[src/autobaud_map.svh]
// Purpose: constants of the start-bit rate detector
// Assumes: 40 MHz mclk, microcode load control driven by the host
// Notes: included by bare name
// Summary of operation
// - Character sync starts on the falling edge of a start bit.
// - Time the start bit and match it against user lookup table entries.
// - Then assemble the character, compare it with two user characters.
// - On match, interrupt the host and report the entry's nominal value.
// - After a match, keep assembling and interrupting until halted.
// - Rates 150 to 115.2K bit/s recognised when table entries exist.
// - While running from RAM, block other accesses to the user RAM area.
// - Microcode runs only after enable write then processor soft reset.
`ifndef AUTOBAUD_MAP_SVH
`define AUTOBAUD_MAP_SVH
`define AB_MCLK_HZ 40000000
`define AB_MIN_RATE_BPS 150
`define AB_MAX_RATE_BPS 115200
`define AB_MAX_BIT_CYCLES (`AB_MCLK_HZ / `AB_MIN_RATE_BPS)
`define AB_CNT_W 20
`define AB_NOM_W 16
`define AB_CHAR_W 8
`define AB_ADDR_W 12
`define AB_ENABLE_OFFSET 12'h0f8
`define AB_ENABLE_VALUE 16'h0001
`define AB_USER_RAM_BYTES 576
`define AB_NOMINAL_RST 16'h0000
`endif

[src/autobaud_pkg.sv]
// Purpose: shared types of the rate detector
// Assumes: widths from autobaud_map.svh
// Notes: none
`include "autobaud_map.svh"
package autobaud_pkg;
    typedef enum {
        ST_OFF, ST_WAIT_START, ST_MEASURE, ST_CONFIRM, ST_BITS, ST_STOP,
        ST_PUSH, ST_WAIT_IDLE
    } rx_state_t;

    typedef struct packed {
        logic [`AB_CNT_W-1:0] lo_cycles;
        logic [`AB_CNT_W-1:0] hi_cycles;
        logic [`AB_NOM_W-1:0] nominal;
    } rate_entry_t;

    typedef struct packed {
        logic [`AB_NOM_W-1:0] nominal;
        logic matched;
        logic [`AB_CHAR_W-1:0] char_data;
    } rx_word_t;
endpackage

[src/pair_buffer.sv]
// Purpose: small shift buffer with valid/ready on both sides
// Assumes: head entry always sits in slot 0
// Notes: in_ready only looks at the last slot, so no comb path from out_ready
`timescale 1ns/10ps
module pair_buffer #(
    parameter int DEPTH = 2,
    parameter int WIDTH = 8
) (
    // Clock and reset
    input wire logic mclk,
    input wire logic sys_rst,
    // Fill side
    input wire logic in_valid,
    output logic in_ready,
    input wire logic [WIDTH-1:0] in_data,
    // Drain side
    output logic out_valid,
    input wire logic out_ready,
    output logic [WIDTH-1:0] out_data
);
    logic [DEPTH-1:0] valid_q, valid_d;
    logic [WIDTH-1:0] data_q [DEPTH];
    logic [WIDTH-1:0] data_d [DEPTH];
    logic pop, push, placed;

    assign in_ready = ~valid_q[DEPTH-1];
    assign out_valid = valid_q[0];
    assign out_data = data_q[0];

    always_comb begin
        pop = valid_q[0] & out_ready;
        push = in_valid & ~valid_q[DEPTH-1];
        placed = 1'b0;
        valid_d = valid_q;
        for (int i = 0; i < DEPTH; i++) begin
            data_d[i] = data_q[i];
        end
        if (pop) begin
            for (int i = 0; i < DEPTH - 1; i++) begin
                valid_d[i] = valid_q[i+1];
                data_d[i] = data_q[i+1];
            end
            valid_d[DEPTH-1] = 1'b0;
        end
        if (push) begin
            for (int i = 0; i < DEPTH; i++) begin
                if (!valid_d[i] && !placed) begin
                    valid_d[i] = 1'b1;
                    data_d[i] = in_data;
                    placed = 1'b1;
                end
            end
        end
    end

    always_ff @(posedge mclk) begin
        if (sys_rst) begin
            valid_q <= '0;
            for (int i = 0; i < DEPTH; i++) begin
                data_q[i] <= '0;
            end
        end else begin
            valid_q <= valid_d;
            for (int i = 0; i < DEPTH; i++) begin
                data_q[i] <= data_d[i];
            end
        end
    end
endmodule

[src/autobaud_rate_detector.sv]
// Purpose: start-bit rate detector with character match and stream out
// Assumes: rxd idles high, 8N1-like frames, lookup table held by host
// Notes: line is ignored while a word waits for buffer room
`timescale 1ns/10ps
`include "autobaud_map.svh"
module autobaud_rate_detector #(
    parameter int N_RATES = 14,
    parameter int CHAR_BITS = `AB_CHAR_W,
    parameter int MAX_BIT_CYCLES = `AB_MAX_BIT_CYCLES
) (
    // Clock and reset
    input wire logic mclk,
    input wire logic sys_rst,
    // Serial line
    input wire logic rxd,
    // Host control
    input wire logic rx_run,
    input wire logic cfg_wr,
    input wire logic cfg_super,
    input wire logic [`AB_ADDR_W-1:0] cfg_addr,
    input wire logic [`AB_NOM_W-1:0] cfg_data,
    input wire logic cmd_soft_reset,
    // User RAM arbitration
    input wire logic dpram_req,
    output logic dpram_grant,
    // Lookup table and match characters
    input wire autobaud_pkg::rate_entry_t [N_RATES-1:0] rate_table,
    input wire logic [`AB_CHAR_W-1:0] match_char_a,
    input wire logic [`AB_CHAR_W-1:0] match_char_b,
    // Character stream
    output logic out_valid,
    input wire logic out_ready,
    output autobaud_pkg::rx_word_t out_word,
    // Status
    output logic irq,
    output logic [`AB_NOM_W-1:0] nominal_value,
    output logic rate_locked,
    output logic ucode_running
);
    import autobaud_pkg::*;

    localparam logic [`AB_CNT_W-1:0] MAX_CNT = `AB_CNT_W'(MAX_BIT_CYCLES);
    localparam logic [3:0] LAST_BIT = 4'(CHAR_BITS - 1);

    // Line synchroniser, first stage read only by the second
    logic rx_meta_q, rx_sync_q, rx_prev_q;
    always_ff @(posedge mclk) begin
        if (sys_rst) begin
            rx_meta_q <= 1'b1;
            rx_sync_q <= 1'b1;
            rx_prev_q <= 1'b1;
        end else begin
            rx_meta_q <= rxd;
            rx_sync_q <= rx_meta_q;
            rx_prev_q <= rx_sync_q;
        end
    end

    // Microcode enable and run state
    logic armed_q, armed_d, run_q, run_d, grant_q, grant_d;
    always_comb begin
        armed_d = armed_q;
        run_d = run_q;
        if (cfg_wr && cfg_super && cfg_addr == `AB_ENABLE_OFFSET) begin
            armed_d = (cfg_data == `AB_ENABLE_VALUE);
        end
        // Soft reset picks up whatever enable value is in place
        if (cmd_soft_reset) begin
            run_d = armed_d;
        end
        grant_d = dpram_req & ~run_d;
    end
    always_ff @(posedge mclk) begin
        if (sys_rst) begin
            armed_q <= 1'b0;
            run_q <= 1'b0;
            grant_q <= 1'b0;
        end else begin
            armed_q <= armed_d;
            run_q <= run_d;
            grant_q <= grant_d;
        end
    end
    assign dpram_grant = grant_q;
    assign ucode_running = run_q;

    // Table compare, one comparator pair per entry
    logic [`AB_CNT_W-1:0] cnt_q, cnt_d;
    logic [N_RATES-1:0] hit;
    genvar g;
    generate
        for (g = 0; g < N_RATES; g++) begin : g_rate
            assign hit[g] = cnt_q >= rate_table[g].lo_cycles &&
                            cnt_q <= rate_table[g].hi_cycles;
        end
    endgenerate

    logic any_hit;
    logic [`AB_NOM_W-1:0] hit_nom;
    always_comb begin
        any_hit = 1'b0;
        hit_nom = '0;
        // Lowest index wins when entries overlap
        for (int i = N_RATES - 1; i >= 0; i--) begin
            if (hit[i]) begin
                any_hit = 1'b1;
                hit_nom = rate_table[i].nominal;
            end
        end
    end

    // Receive state
    rx_state_t st_q, st_d;
    logic [`AB_CNT_W-1:0] period_q, period_d;
    logic [`AB_NOM_W-1:0] cand_q, cand_d, nom_q, nom_d;
    logic [`AB_CHAR_W-1:0] shift_q, shift_d;
    logic [3:0] bit_q, bit_d;
    logic locked_q, locked_d, irq_q, irq_d, match_q, match_d;
    logic push_valid, push_ready, active, fall, char_hit;
    rx_word_t push_word;

    always_comb begin
        st_d = st_q;
        cnt_d = cnt_q;
        period_d = period_q;
        cand_d = cand_q;
        nom_d = nom_q;
        shift_d = shift_q;
        bit_d = bit_q;
        locked_d = locked_q;
        match_d = match_q;
        irq_d = 1'b0;
        push_valid = 1'b0;
        active = rx_run & run_q;
        fall = rx_prev_q & ~rx_sync_q;
        char_hit = shift_q == match_char_a || shift_q == match_char_b;
        push_word.nominal = cand_q;
        push_word.matched = match_q;
        push_word.char_data = shift_q;
        case (st_q)
            ST_OFF: begin
                if (active) begin
                    st_d = ST_WAIT_IDLE;
                end
            end
            ST_WAIT_IDLE: begin
                if (rx_sync_q) begin
                    st_d = ST_WAIT_START;
                end
            end
            ST_WAIT_START: begin
                if (fall) begin
                    cnt_d = '0;
                    if (locked_q) begin
                        cnt_d = period_q >> 1;
                        st_d = ST_CONFIRM;
                    end else begin
                        st_d = ST_MEASURE;
                    end
                end
            end
            ST_MEASURE: begin
                if (rx_sync_q) begin
                    // Start bit over; its length picks the table entry
                    if (any_hit) begin
                        period_d = cnt_q;
                        cand_d = hit_nom;
                        cnt_d = cnt_q >> 1;
                        bit_d = '0;
                        st_d = ST_BITS;
                    end else begin
                        st_d = ST_WAIT_START;
                    end
                end else if (cnt_q >= MAX_CNT) begin
                    st_d = ST_WAIT_IDLE;
                end else begin
                    cnt_d = cnt_q + 1'b1;
                end
            end
            ST_CONFIRM: begin
                if (cnt_q <= 1) begin
                    // Glitch shorter than half a bit is not a start
                    if (rx_sync_q) begin
                        st_d = ST_WAIT_START;
                    end else begin
                        cnt_d = period_q;
                        bit_d = '0;
                        st_d = ST_BITS;
                    end
                end else begin
                    cnt_d = cnt_q - 1'b1;
                end
            end
            ST_BITS: begin
                if (cnt_q <= 1) begin
                    // LSB first, mid-bit sample
                    shift_d = shift_q >> 1;
                    shift_d[`AB_CHAR_W-1] = rx_sync_q;
                    cnt_d = period_q;
                    bit_d = bit_q + 1'b1;
                    if (bit_q == LAST_BIT) begin
                        st_d = ST_STOP;
                    end
                end else begin
                    cnt_d = cnt_q - 1'b1;
                end
            end
            ST_STOP: begin
                if (cnt_q <= 1) begin
                    match_d = char_hit;
                    if (rx_sync_q && (locked_q || char_hit)) begin
                        st_d = ST_PUSH;
                    end else begin
                        st_d = ST_WAIT_IDLE;
                    end
                end else begin
                    cnt_d = cnt_q - 1'b1;
                end
            end
            ST_PUSH: begin
                push_valid = 1'b1;
                if (push_ready) begin
                    if (!locked_q) begin
                        nom_d = cand_q;
                    end
                    locked_d = 1'b1;
                    irq_d = 1'b1;
                    st_d = ST_WAIT_START;
                end
            end
            default: begin
                st_d = ST_OFF;
            end
        endcase
        // Halt wins over state, lock, irq and push; timing value is left as it was
        if (!active) begin
            st_d = ST_OFF;
            locked_d = 1'b0;
            irq_d = 1'b0;
            push_valid = 1'b0;
        end
    end

    always_ff @(posedge mclk) begin
        if (sys_rst) begin
            st_q <= ST_OFF;
            cnt_q <= '0;
            period_q <= '0;
            cand_q <= '0;
            nom_q <= `AB_NOMINAL_RST;
            shift_q <= '0;
            bit_q <= '0;
            locked_q <= 1'b0;
            match_q <= 1'b0;
            irq_q <= 1'b0;
        end else begin
            st_q <= st_d;
            cnt_q <= cnt_d;
            period_q <= period_d;
            cand_q <= cand_d;
            nom_q <= nom_d;
            shift_q <= shift_d;
            bit_q <= bit_d;
            locked_q <= locked_d;
            match_q <= match_d;
            irq_q <= irq_d;
        end
    end
    assign irq = irq_q;
    assign nominal_value = nom_q;
    assign rate_locked = locked_q;

    // Two entries ride out a short stall of the reader
    pair_buffer #(
        .DEPTH(2),
        .WIDTH($bits(rx_word_t))
    ) u_buf (
        .mclk(mclk),
        .sys_rst(sys_rst),
        .in_valid(push_valid),
        .in_ready(push_ready),
        .in_data(push_word),
        .out_valid(out_valid),
        .out_ready(out_ready),
        .out_data(out_word)
    );
endmodule

[config.mk]
export PLATFORM = sky130hd
export DESIGN_NAME = autobaud_rate_detector
export DESIGN_NICKNAME = d
export VERILOG_FILES = /design/src/autobaud_pkg.sv /design/src/pair_buffer.sv /design/src/autobaud_rate_detector.sv
export VERILOG_INCLUDE_DIRS = /design/src /design/src/src
export SDC_FILE = /design/constraint.sdc
export NUM_CORES = 1
export LEC_CHECK = 0
export BUFFER_PORTS_ARGS = -buffer_cell sky130_fd_sc_hd__buf_4
export CAP_MARGIN = 20
export CELL_PAD_IN_SITES_DETAIL_PLACEMENT = 1
export CELL_PAD_IN_SITES_GLOBAL_PLACEMENT = 1
export CORE_AREA = 2 2 341 343
export DETAILED_ROUTE_END_ITERATION = 16
export DIE_AREA = 0 0 343 345
export PLACE_DENSITY = 0.58
export SYNTH_ARGS = -nofsm -noshare
export SYNTH_HDL_FRONTEND = slang
export SYNTH_SLANG_ARGS = --single-unit
[constraint.sdc]
create_clock -name mclk -period 5 [get_ports mclk]
set_input_delay 0.5 -clock mclk [delete_from_list [all_inputs] [get_ports mclk]]
set_output_delay 0.5 -clock mclk [all_outputs]
set_load 0.005 [all_outputs]
==> key figures <==
Run status
  • Status: finished clean

Yosys
  • Async SR Flop Fraction: 0
  • Top cells by area, synth: ha_1 (29%), dfxtp_1 (12%), inv_1 (8.8%), a21oi_1 (5.2%), nand2_1 (4.0%)
  • Syn Inst Count: 3,275
  • Synth Register Bits: 148
  • Adder-Cell Fraction of Synth Area: 0.2949
  • Post-Synth XOR/XNOR Area: 0.01711
  • Part of the Yosys area used for sequential elements: 0.1232
  • Mapped Area: 0.02405 sq mm
  • Main synth FF type: dfxtp_1
  • Mux contribution to synthesized area: 0.03043
  • Synth unique cells: 88
  • Synth area leader: ha_1
  • Syn_area_per_cell: 7.344 sq um
  • Post-synthesis compound-gate area fraction: 0.2297
  • Main combinational cell family by area after synthesis: adder cells
  • YS warnings: 0
  • Post-synth EDFFs: 0
  • Yosys top cell area share: 0.2949
  • Post-Synth Simple-Gate Area: 0.1852
  • Post-synth net total: 4,679

GRT
  • GR Util met3: 0.03247
  • Gr busiest metal: met2
  • Total grt overflow: 0
  • Met2 Track Usage GR: 0.4380
  • Via count of the first global-routing pass: 29,680
  • Total Routing Usage GR: 0.2494
  • Met1 Track Usage GR: 0.3152
  • First-pass GRT wire length: 213.8 mm
  • Largest net degree at the start of global routing: 80
  • Initial antenna violation count: 37

Setup path
  • Crit path largest cell delay: 0.80 ns
  • Nature of the critical path endpoint: register
  • Crit start category: register
  • Worst path required time: 5.40 ns
  • Top cell by count, worst path: buf_4
  • Critical path type: reg -> reg
  • Slowest CP cell: o221ai_1
  • Arr. time, crit path: 4.94 ns
  • CP cell instances: buf_4 > ha_1 > a41oi_1 > o21ai_0 > nor4_1 > nor2_1 > o221ai_1 > inv_1 > buf_4 > a221o_1 > mux2i_1 > a21o_1
  • Critical Path Fanout Max: 15

Timing
  • Slack of the critical path: 0.4594 ns
  • Worst slew pin tran: 1.182 ns
  • Final setup vio count: 0
  • Max Clock Skew: 0.01337 ns
  • Tmin final: 4.541 ns
  • Max Clock Freq: 0.2202 GHz
  • Minimum hold slack: 0.2359 ns
  • TNS Setup: 0 ns
  • Count of final max-slew check failures: 0
  • Slew headroom: 0.2039
  • Tcrit/Tclk final: 0.9081
  • Final hold viol count: 0
  • RSZ-0062 raised after global routing: false

Route
  • Drt drc: 0
  • Total wire length: 152.1 mm
  • Iter 0 DRT Violations: 1,446
  • Pre-antenna DRT Iters: 6
  • Vias after detailed routing: 28,180
  • Vias per cell: 4.939
  • Detail Route Antenna Nets: 0
  • WL/cell: 26.67 um

Power and ir drop
  • Internal: 2.505 mW
  • Pwr/cell area: 109.6 mW/mm^2
  • Sequential share of power: 0.322
  • VDD IR max: 169.2 uV
  • P_sw: 1.185 mW
  • Pleak: 18.29 nW
  • Power Total: 3.691 mW
  • Clock power frac: 0.354
  • Sw Ratio: 0.3212
  • Power share of the combinational group: 0.324

Finish
  • Multi-input gate area: 0.01830 sq mm
  • Commonest non-fill, non-tap cell in the layout: buf_4
  • Final Core Density: 0.2927
  • Finished Cell Area: 0.03369 sq mm
  • Area grow syn2layout: 40.06%
  • Non-filler cells, final: 5,705
  • Filler cells: 14,170
  • Reg area: 0.002987 sq mm
  • Most frequent cells in the layout: buf_4 (993), ha_1 (567), inv_1 (565)
  • Layout Nets: 5,548
  • Layout cells sized above 1: 0.2671

Clocking
  • Total CTS buffers: 17
  • Longest Clk Path Bufs: 2
  • Hold-fix buffers at CTS: 0
  • CTS tree: built
  • Clk Latency, worst-skew pair: 0.46 ns
  • Sink Count: 148
  • Post-cts sizing count: 0
  • Post-CTS setup buffers: 0
  • CTS clk-pin slew, worst paths: 0.07 ns
  • H-tree depth: 4
  • Clk root buf: clkbuf_16

Floorplanning
  • Die Footprint: 0.1183 sq mm
  • Core area: 0.1151 sq mm
  • IO Count: 883
  • Die X-Extent: 343 um
  • Cell row count: 125
  • Initial Util: 0.2090
  • Die Ht: 345 um

Min path
  • Hold Path Class: in -> reg

Placement
  • Pre-CTS WS: 0.2177 ns
  • Post-DP HPWL: 129.0 mm
  • Placed cells: 5,647
  • Post-DP Area: 0.03301 sq mm
  • GPL Wtd Cong: 0.9095
  • IO Port Bufs: 882

Flow run
  • Max-cap violations: 0
## area by class of cell
| class | instances | share of cell area |
|---|---|---|
| repair buffers | 1007 | 0.2295 |
| diodes | 25 | 0.001857 |
| clock inverters | 14 | 0.004197 |
| inverters | 570 | 0.06351 |
| clock buffers | 17 | 0.01263 |
| well taps | 1524 | 0.05660 |
| multi-input cells | 2400 | 0.5430 |
| flip-flops and latches | 148 | 0.08865 |
## cell families (layout without fill, tap and decap cells)
logic type	Yosys count	in the layout
other	0	25
AOI/OAI and AO/OA	805	805
DFF	148	148
buffers and inverters	727	1608
adders and majority gates	567	567
muxes	73	73
and+or+nand+nor	908	908
xor gates and xnor gates	47	47
## per-layer routing
| metal | vias to the layer above | wire, um |
|---|---|---|
| met5 | - | 78 |
| met4 | 12 | 3705 |
| met3 | 148 | 7180 |
| met2 | 808 | 74570 |
| met1 | 13750 | 66600 |
| li1 | 13460 | - |
## power groups by stage
stage / combinational (mW) / clock (mW) / sequential [mW]
2_1_floorplan: 0.414 / 0 / 1.21
3_3_place_gp: 1.18 / 0 / 1.22
3_5_place_dp: 1.19 / 0 / 1.22
4_1_cts: 1.20 / 1.34 / 1.19
5_1_grt: 1.31 / 1.39 / 1.19
6_report: 1.19 / 1.31 / 1.19
## cells in the mapped netlist (23+ instances only)
cell / count
xnor2_1: 29
nor3_1: 67
nand2_1: 259
a311oi_1: 36
a21oi_1: 251
nor4_1: 23
inv_1: 566
mux2i_1: 72
nand3_1: 92
a21o_1: 77
nor2_1: 207
a221oi_1: 26
clkbuf_1: 104
ha_1: 567
nand4_1: 111
a211oi_1: 32
o21ai_0: 115
buf_4: 26
dfxtp_1: 148
o211ai_1: 27
## state kept, by name (all words and copies together) (netlist names), 2 cells and up
signal / count
bit_q: 4
cand_q: 16
cnt_q: 20
nominal_value: 16
period_q: 20
shift_q: 8
st_q: 3
u_buf.data_q: 50
u_buf.valid_q: 2
## worst max-delay path, delay by kind of cell (launching register included)
kind,cells,cell delay [ns]
multiplexers,1,0.13
flip-flops,1,0.76
AND/OR/NAND/NOR,2,0.47
buffers and inverters,3,1.24
adder cells (fa/ha/maj),1,0.31
AO/OA/AOI/OAI,5,1.53
## final timing paths
| kind | from | endpoint | slack, ns | cells past startpoint |
|---|---|---|---|---|
| worst min-delay path | rxd | rx_meta_q | 0.24 | 2 |
| worst min register to register | rx_meta_q | rx_sync_q | 0.42 | 1 |
| worst max register to register | cnt_q[11] | cand_q[14] | 0.46 | 12 |
| worst max-delay path | cnt_q[11] | cand_q[14] | 0.46 | 12 |
(Power assumes the default switching activity.)
